==> config.mk <==
export PLATFORM = sky130hd
export DESIGN_NAME = mhnp_top
export DESIGN_NICKNAME = d
export VERILOG_FILES = /design/src/design/mhnp_top.v /design/src/design/mhnp_nco.v
export VERILOG_INCLUDE_DIRS = /design/src /design/src/design
export SDC_FILE = /design/constraint.sdc
export NUM_CORES = 1
export LEC_CHECK = 0
export ABC_CLOCK_PERIOD_IN_PS = 5200
export BUFFER_PORTS_ARGS = -buffer_cell sky130_fd_sc_hd__buf_2
export CELL_PAD_IN_SITES_DETAIL_PLACEMENT = 1
export CELL_PAD_IN_SITES_GLOBAL_PLACEMENT = 1
export CORE_UTILIZATION = 52
export DETAILED_ROUTE_END_ITERATION = 7
export HOLD_SLACK_MARGIN = 0.12
export PLACE_DENSITY = 0.95
export REMOVE_ABC_BUFFERS = 1
export SYNTH_ARGS = -nofsm -noshare
export SYNTH_HDL_FRONTEND = slang
export SYNTH_SLANG_ARGS = --single-unit
==> constraint.sdc <==
create_clock -name clk -period 5.2 [get_ports clk]
set_input_delay 1.04 -clock clk [delete_from_list [all_inputs] [get_ports clk]]
set_output_delay 1.04 -clock clk [all_outputs]
set_load 0.02 [all_outputs]
==> src/design/mhnp_map.vh <==
// Constants for the modem host nibble port
`ifndef MHNP_MAP_VH
`define MHNP_MAP_VH
// Location addresses on the port
`define MHNP_ADDR_MODE 2'h0
`define MHNP_ADDR_TONE 2'h1
`define MHNP_ADDR_PATH 2'h2
`define MHNP_ADDR_STAT 2'h3
// Reset value of every control location
`define MHNP_CTRL_RESET 4'h0
// Mode location fields
`define MHNP_MODE_CPT_BIT 0
`define MHNP_MODE_PWRDN_BIT 1
// Tone location fields
`define MHNP_TONE_EN_BIT 0
`define MHNP_TONE_800_BIT 1
`define MHNP_TONE_ATT_BIT 2
`define MHNP_TONE_PROG_BIT 3
// Path location fields
`define MHNP_PATH_TERM_BIT 0
// Clock and rates
`define MHNP_CLK_HZ 25000000
`define MHNP_OSC_HZ 3579545
`define MHNP_BAUD 1200
`define MHNP_MARK_HZ 1300
`define MHNP_SPACE_HZ 2100
`define MHNP_CPT_LO_HZ 400
`define MHNP_CPT_HI_HZ 800
// Phase accumulator width
`define MHNP_ACC_W 24
`endif

==> src/design/mhnp_top.v <==
// Host nibble port and digital control of the tone and modem device
// Operation
// - Host accesses count only while chip select low is 0.
// - With chip select and read strobe low, addressed nibble drives data lines.
// - Nibble is captured into addressed location at write strobe rising edge.
// - Data path is four bits, input on writes, output on reads.
// - Transmit bit high modulates mark, low modulates space.
// - Receive bit keeps transmit polarity, forced mark without carrier.
// - Detect flag low on carrier or progress tone detect per mode.
// - Tone pair detect output low while valid dual tone detected.
// - Modem runs 1200 bps FSK with V.23 mark and space tones.
// - Progress tone generator yields 400 Hz or 800 Hz by host choice.
// - Dual tone output has host switchable 6 dB attenuator.
// - Oscillator clock is output on a dedicated clock pin.
// - Dual tone detector input selects line or terminal path.
`include "mhnp_map.vh"
module mhnp_top (
  input wire clk,
  input wire rst_n,
  input wire chip_select_low,
  input wire read_strobe_low,
  input wire write_strobe,
  input wire addr_line_zero,
  input wire addr_line_one,
  input wire [3:0] host_nibble_in,
  output reg [3:0] host_nibble_out,
  output wire [3:0] host_nibble_oe,
  input wire tx_bit_in,
  input wire rx_demod_bit,
  input wire carrier_seen,
  input wire progress_seen,
  input wire tone_pair_seen,
  output reg rx_bit_out,
  output reg detect_flag_low,
  output reg tone_pair_detect_low,
  output wire fsk_wave,
  output wire baud_tick,
  output wire progress_tone,
  output wire tone_enable,
  output wire tone_atten_6db,
  output wire tone_pair_from_term,
  output wire power_down,
  output wire osc_clock_out
);
  // Phase steps: freq * 2^ACC_W / clk rate
  localparam [47:0] ONE_ACC = 48'h1 << `MHNP_ACC_W;
  localparam [47:0] STEP_MARK_W = (ONE_ACC * `MHNP_MARK_HZ) / `MHNP_CLK_HZ;
  localparam [47:0] STEP_SPACE_W = (ONE_ACC * `MHNP_SPACE_HZ) / `MHNP_CLK_HZ;
  localparam [47:0] STEP_BAUD_W = (ONE_ACC * `MHNP_BAUD) / `MHNP_CLK_HZ;
  localparam [47:0] STEP_LO_W = (ONE_ACC * `MHNP_CPT_LO_HZ) / `MHNP_CLK_HZ;
  localparam [47:0] STEP_HI_W = (ONE_ACC * `MHNP_CPT_HI_HZ) / `MHNP_CLK_HZ;
  localparam [47:0] STEP_OSC_W = (ONE_ACC * `MHNP_OSC_HZ) / `MHNP_CLK_HZ;
  localparam [`MHNP_ACC_W-1:0] STEP_MARK = STEP_MARK_W[`MHNP_ACC_W-1:0];
  localparam [`MHNP_ACC_W-1:0] STEP_SPACE = STEP_SPACE_W[`MHNP_ACC_W-1:0];
  localparam [`MHNP_ACC_W-1:0] STEP_BAUD = STEP_BAUD_W[`MHNP_ACC_W-1:0];
  localparam [`MHNP_ACC_W-1:0] STEP_LO = STEP_LO_W[`MHNP_ACC_W-1:0];
  localparam [`MHNP_ACC_W-1:0] STEP_HI = STEP_HI_W[`MHNP_ACC_W-1:0];
  localparam [`MHNP_ACC_W-1:0] STEP_OSC = STEP_OSC_W[`MHNP_ACC_W-1:0];

  // Reset copy, write edge history and control storage
  reg [1:0] rst_sync;
  wire rst;
  reg wr_prev;
  reg tx_bit;
  reg [3:0] ctrl [0:2];
  wire [1:0] addr;
  wire selected;
  wire wr_rise;
  wire [3:0] status_nibble;
  wire [`MHNP_ACC_W-1:0] fsk_step;
  wire [`MHNP_ACC_W-1:0] cpt_step;
  wire cpt_mode;
  genvar gi;

  // Reset release through two flops
  always @(posedge clk or negedge rst_n) begin
    if (!rst_n) begin
      rst_sync <= 2'h0;
    end else begin
      rst_sync <= {rst_sync[0], 1'b1};
    end
  end

  // Active-high reset seen by every other process
  assign rst = ~rst_sync[1];

  assign addr = {addr_line_one, addr_line_zero};
  assign selected = ~chip_select_low;
  assign wr_rise = write_strobe & ~wr_prev;

  // Write strobe edge detector
  // History starts high so no false edge follows reset
  always @(posedge clk or posedge rst) begin
    if (rst) begin
      wr_prev <= 1'b1;
    end else begin
      wr_prev <= write_strobe;
    end
  end

  generate
    for (gi = 0; gi < 3; gi = gi + 1) begin : g_ctrl
      always @(posedge clk or posedge rst) begin
        if (rst) begin
          ctrl[gi] <= `MHNP_CTRL_RESET;
        end else if (selected && wr_rise && addr == gi) begin
          ctrl[gi] <= host_nibble_in;
        end
      end
    end
  endgenerate

  // Status location: live detector levels, read only
  assign status_nibble = {1'b0, tone_pair_seen, progress_seen, carrier_seen};

  // read mux registered onto data lines
  // Location 3 returns status, others read back control
  always @(posedge clk or posedge rst) begin
    if (rst) begin
      host_nibble_out <= 4'h0;
    end else if (addr == `MHNP_ADDR_STAT) begin
      host_nibble_out <= status_nibble;
    end else begin
      host_nibble_out <= ctrl[addr];
    end
  end

  // drive only during a selected read
  assign host_nibble_oe = {4{selected & ~read_strobe_low}};

  // Control field taps
  // Mode bit 0 picks the detect source, bit 1 powers down
  assign cpt_mode = ctrl[`MHNP_ADDR_MODE][`MHNP_MODE_CPT_BIT];
  assign power_down = ctrl[`MHNP_ADDR_MODE][`MHNP_MODE_PWRDN_BIT];
  assign tone_enable = ctrl[`MHNP_ADDR_TONE][`MHNP_TONE_EN_BIT];
  assign tone_atten_6db = ctrl[`MHNP_ADDR_TONE][`MHNP_TONE_ATT_BIT];
  assign tone_pair_from_term = ctrl[`MHNP_ADDR_PATH][`MHNP_PATH_TERM_BIT];

  // Transmit bit sampled at baud ticks
  // Keeps the carrier from switching in mid-bit
  always @(posedge clk or posedge rst) begin
    if (rst) begin
      tx_bit <= 1'b1;
    end else if (baud_tick) begin
      tx_bit <= tx_bit_in;
    end
  end

  // high is mark, low is space
  assign fsk_step = tx_bit ? STEP_MARK : STEP_SPACE;

  mhnp_nco u_baud (
    .clk(clk),
    .rst(rst),
    .enable(~power_down),
    .step(STEP_BAUD),
    .wave(),
    .tick(baud_tick)
  );

  mhnp_nco u_fsk (
    .clk(clk),
    .rst(rst),
    .enable(~power_down),
    .step(fsk_step),
    .wave(fsk_wave),
    .tick()
  );

  assign cpt_step = ctrl[`MHNP_ADDR_TONE][`MHNP_TONE_800_BIT] ? STEP_HI : STEP_LO;

  // tone accumulator held at zero while its bit is clear
  mhnp_nco u_cpt (
    .clk(clk),
    .rst(rst),
    .enable(ctrl[`MHNP_ADDR_TONE][`MHNP_TONE_PROG_BIT] & ~power_down),
    .step(cpt_step),
    .wave(progress_tone),
    .tick()
  );

  // oscillator clock out
  // Free running, never gated by power down
  mhnp_nco u_osc (
    .clk(clk),
    .rst(rst),
    .enable(1'b1),
    .step(STEP_OSC),
    .wave(osc_clock_out),
    .tick()
  );

  // Receive bit and active-low detection outputs, registered
  // Pins change only on clock edges
  always @(posedge clk or posedge rst) begin
    if (rst) begin
      rx_bit_out <= 1'b1;
      detect_flag_low <= 1'b1;
      tone_pair_detect_low <= 1'b1;
    end else begin
      rx_bit_out <= carrier_seen ? rx_demod_bit : 1'b1;
      detect_flag_low <= ~(cpt_mode ? progress_seen : carrier_seen);
      tone_pair_detect_low <= ~tone_pair_seen;
    end
  end
endmodule

==> src/design/mhnp_nco.v <==
// Phase accumulator producing a square tone or clock enable
`include "mhnp_map.vh"
module mhnp_nco (
  input wire clk,
  input wire rst,
  input wire enable,
  input wire [`MHNP_ACC_W-1:0] step,
  output reg wave,
  output reg tick
);
  reg [`MHNP_ACC_W-1:0] acc;
  wire [`MHNP_ACC_W:0] sum;

  assign sum = {1'b0, acc} + {1'b0, step};

  // Accumulate phase; tick on wrap, wave from msb
  always @(posedge clk or posedge rst) begin
    if (rst) begin
      acc <= {`MHNP_ACC_W{1'b0}};
      wave <= 1'b0;
      tick <= 1'b0;
    end else if (enable) begin
      acc <= sum[`MHNP_ACC_W-1:0];
      wave <= sum[`MHNP_ACC_W-1];
      tick <= sum[`MHNP_ACC_W];
    end else begin
      acc <= {`MHNP_ACC_W{1'b0}};
      wave <= 1'b0;
      tick <= 1'b0;
    end
  end
endmodule

# Yosys cells after proc, flatten, opt, wreduce, memory -nomap -nowiden
# Index checks and enable logic that the tools add are counted.
# word_totals
register_bits,123
wordCells,55
# op_classes
n_lt_le_gt_ge,1
reduce_logical,5
mux,14
n_addsub,4
n_eq_ne,3
n_bitwise,10
# ops
cell,count
two-way mux 24 bit,3
"adder 24 x 10 -> 25 bit, second input constant",1
adder 24 x 10 -> 24 bit,1
adder 24 x 11 -> 24 bit,1
"adder 24 x 22 -> 24 bit, second input constant",1
two-way mux 4 bit,3
two-way mux 11 bit,1
two-way mux 10 bit,1
binary-select mux 4 bit (select 2 bit),1
NOT 1 bit,6
two-way mux 1 bit,5
"== test 2 bit, second input constant",2
logical AND 1 bit,4
bitwise AND 1 bit,3
"greater-or-equal comparator 3 bit, second input constant",1
NOT 2 -> 3 bit,1
"== test 2 x 1 -> 1 bit, second input constant",1
logical NOT 2 bit,1

# Logic depth before layout (Yosys ltp)
# depth
depth_word,5
depth_mapped,9
ltp_nobuf,9

# By module
# Synthesis repeated with hierarchy kept, for this count alone.
# unflattened
cells_unflattened,947
area_unflattened_um2,8973.6
# modules_own_cells
module,cells_each,instances,area_each_um2
mhnp_nco (u_fsk ...),232,2,2038.2
mhnp_nco (u_baud ...),210,2,1966.9
mhnp_top,63,1,963.4

# Least setup slack after synthesis
# OpenSTA, ideal clock, no wires.
# synth_timing
path_kind,input port to output port
from,input port chip_select_low
to,output port host_nibble_oe[1]
slack_ps,2502
stages,2
path_buffers,1
arrival_ps,1658
path_cell_list,nor2_1 buf_4
# synth_between
elab_chain_len,2
# synth_rtl
item,line_no,source
start: declaration,mhnp_top.v:20,"input wire chip_select_low,"
NOT 1 bit,mhnp_top.v:88,assign selected = ~chip_select_low;
bitwise AND 1 bit,mhnp_top.v:129,assign host_nibble_oe = {4{selected & ~read_strobe_low}};
end: declaration,mhnp_top.v:27,"output wire [3:0] host_nibble_oe,"
# No other way between the ends.

# Worst setup path in the final report
# layout_timing
from,register ctrl (netlist bit power_down)
to,output port power_down
# layout_lines
item,line_no,source
start: declaration,mhnp_top.v:65,reg [3:0] ctrl [0:2];
start signal: indexed assignment,mhnp_top.v:105,ctrl[gi] <= `MHNP_CTRL_RESET;
start signal: indexed assignment,mhnp_top.v:107,ctrl[gi] <= host_nibble_in;
end: declaration,mhnp_top.v:42,"output wire power_down,"
# No word-level cell between the ends.

==> results by group <==
Outcome
  • Status: finished, final reports clean

Power and ir drop
  • VDD IR max: 0.000352 V
  • Pwr per Cell Area: 482 mW/mm²
  • P_leak: 2.91 nW
  • Sw Ratio: 0.334
  • Clock network power share: 0.384
  • Sequential share of power: 0.375
  • P_int: 2.15 mW
  • Psw: 1.08 mW
  • Gate power share: 0.241

Finish
  • Nets: 614
  • Filler instances: 1,166
  • Multi-input gate area: 0.00269 mm²
  • Layout cells sized above 1: 0.176
  • Register area: 0.00296 mm²
  • Final Cell Area: 0.00670 mm²
  • P&R area growth vs syn: 15.6%
  • Leading cell type in the layout, fill and taps excluded: dfrtp_1
  • Most frequent cells in the layout: 112 x dfrtp_1, 68 x nor2_1, 39 x nand2_1

STA
  • Period utilisation layout: 0.554
  • Clock Skew: 11.4 ps
  • Final hold violations: 0
  • RSZ-0062 raised after global routing: no
  • Final Slew Violations: 0
  • Setup-failing EPs final: 0
  • Worst-margin pin slew: 983 ps
  • Max Freq: 347 MHz
  • Minimum clock period: 2880 ps
  • Setup TNS: 0 ps
  • Relative slew slack: 0.344

Setup path
  • CP endpoint kind: output port
  • Max FO, Critical Path: 28
  • Crit path launch: power_down
  • FF-to-FF setup slack: 2470 ps
  • Startpoint types: flip-flop
  • Critical path's largest stage delay: 990 ps
  • Reg2reg path depth: 7
  • R2R Path End: u_fsk.acc[22]
  • Worst reg2reg startpoint: tx_bit
  • Crit path depth: 1
  • WP data required: 4160 ps
  • Arrival time worst endpoint: 1840 ps
  • CP cell instances: buf_2
  • Critical path class: reg2out
  • Buffer and inverter count on the worst path: 1
  • Slowest cell on crit path: dfrtp_1
  • Family with the most delay on the worst path: flip-flops
  • Crit path capture: power_down

Synthesis
  • Yosys reg bits: 118
  • FFs w/ async S/R, synth: 1.00
  • Syn avg cell area: 10.7 µm²
  • Cells after synthesis: 544
  • Main synth FF type: dfrtp_1
  • EDFF count, synth: 0
  • Synth Cell Area: 0.00580 mm²
  • Yosys warns: 0
  • Sequential fraction of the synthesis area: 0.510
  • Yosys cell types: 66

Placement
  • Routability cong.: 0.791
  • Post-DP HPWL: 9930 µm
  • Placed inst area: 0.00609 mm²
  • PortBufs: 34

Routing
  • WL per Instance: 23.1 µm
  • DR DRC count: 0
  • Post-route ant nets: 0
  • WL final: 17,000 µm
  • DR pass1 iterations: 5
  • Via count: 4,557
  • Drt initial violations: 278
  • Vias/cell: 6.18

Global routing
  • GR Overflow Total: 0
  • Total GRT Usage: 0.320
  • Largest net degree at the start of global routing: 65
  • First-pass GRT wire length: 27,300 µm
  • Vias in the first global route: 5,030
  • Antenna violations before repair: 2

Floorplan
  • Die Y: 108 µm
  • Initial Utilization: 0.535
  • Core ar.: 0.0108 mm²
  • Row cnt: 38
  • Die W: 108 µm
  • Die area: 0.0116 mm²
  • # IOs: 35

CTS
  • Setup bufs post-CTS: 0
  • Htree depth: 4
  • # resized after CTS: 0
  • Clock Latency Late Sink: 540 ps
  • CTS root buffer: clkbuf_8
  • CTS buffer count: 17
  • CTS tree: built
  • Clock Path Buffers: 2
  • Hold Buf Count CTS: 0
  • Reg clk slew, reported paths: 60 ps
  • Num Clock Sinks: 118

Hold path
  • Worst min path class: in2async

Run
  • MaxCap Viol Count: 0
==> state kept, by name, summed over array words and instances (netlist names), 2 cells and up <==
name and count:
host_nibble_out 4, u_fsk.acc 24, u_osc.acc 24, u_cpt.acc 22
u_baud.acc 24, ctrl 7, rst_sync 2
==> cell usage after synthesis, types with 9 or more instances <==
| master | instances | area (µm²) |
|---|---|---|
| dfrtp_1 | 113 | 2830 |
| nor2_1 | 68 | 255 |
| nand2_1 | 39 | 146 |
| xnor2_1 | 37 | 324 |
| a21oi_1 | 27 | 135 |
| xor2_1 | 23 | 201 |
| inv_1 | 17 | 63.8 |
| nand3_1 | 17 | 85.1 |
| ha_1 | 15 | 188 |
| mux2_2 | 12 | 135 |
| o21ai_0 | 12 | 60.1 |
| clkbuf_1 | 10 | 37.5 |
| o31ai_1 | 9 | 67.6 |
==> metal layers <==
metal / vias to the layer above / track usage / wire [µm]
met1: 2351 / 0.365 / 6800
li1: 2012 / - / -
met5: - / 0 / 0
met3: 48 / 0.0702 / 599
met4: 0 / 0.168 / 591
met2: 146 / 0.559 / 9000
==> worst register-to-register path, stage by stage (launching register included) <==
cell and delay, ps:
dfstp_2 580, inv_1 120, ha_1 480, nand4b_1 150, o32ai_2 520, o21ai_2 200
or4_1 420, a21oi_1 170
==> final cells by class <==
type,instances,share of cell area
inverter,17,0.00952
multi-input combinational,392,0.402
sequential,118,0.442
clock inverter,9,0.0220
timing repair buffer,37,0.0287
antenna,1,0.000373
tap,140,0.0261
clock buffer,23,0.0696
==> per-stage QoR <==
| step | total power [mW] | hold WS [ps] | util | cells | setup slack, ps |
|---|---|---|---|---|---|
| 2_1_floorplan | 1.68 | 331 | - | 527 | 1680 |
| 3_3_place_gp | 1.83 | 341 | 0.562 | 704 | 2670 |
| 3_5_place_dp | 1.91 | 338 | 0.562 | 704 | 2580 |
| 4_1_cts | 3.23 | 258 | 0.618 | 736 | 2320 |
| 5_1_grt | 3.34 | 266 | 0.618 | 737 | 2270 |
| 6_report | 3.23 | 278 | 0.618 | 737 | 2320 |
==> cells by family after synthesis <==
logic type | Yosys count | share of synthesized area
other | 1 | 0.000646
AND/OR/NAND/NOR | 190 | 0.164
adder cells (fa/ha/maj) | 15 | 0.0324
AO/OA/AOI/OAI | 107 | 0.135
XOR/XNOR | 60 | 0.0906
multiplexers | 19 | 0.0418
buffers and inverters | 34 | 0.0257
flip-flops | 118 | 0.510
==> power groups by stage <==
stage | clock network (mW) | registers, mW | logic, mW
after global placement | 0 | 1.19 | 0.643
after CTS | 1.25 | 1.20 | 0.773
final | 1.24 | 1.21 | 0.778
after detailed placement | 0 | 1.21 | 0.706
after global routing | 1.29 | 1.22 | 0.835
after floorplan | 0 | 1.19 | 0.486
==> worst min path at each step <==
stage | end | from | depth (start not counted) | slack (ps)
2_1_floorplan | rst_sync[1] | rst_sync[0] | 0 | 330
3_3_place_gp | rst_sync[1] | rst_sync[0] | 0 | 340
3_5_place_dp | rst_sync[1] | rst_sync[0] | 0 | 340
4_1_cts | rst_sync[1] | rst_n | 1 | 260
5_1_grt | rst_sync[1] | rst_n | 1 | 270
6_report | rst_sync[1] | rst_n | 1 | 280
Note: power is estimated with default switching activity, not from simulation.
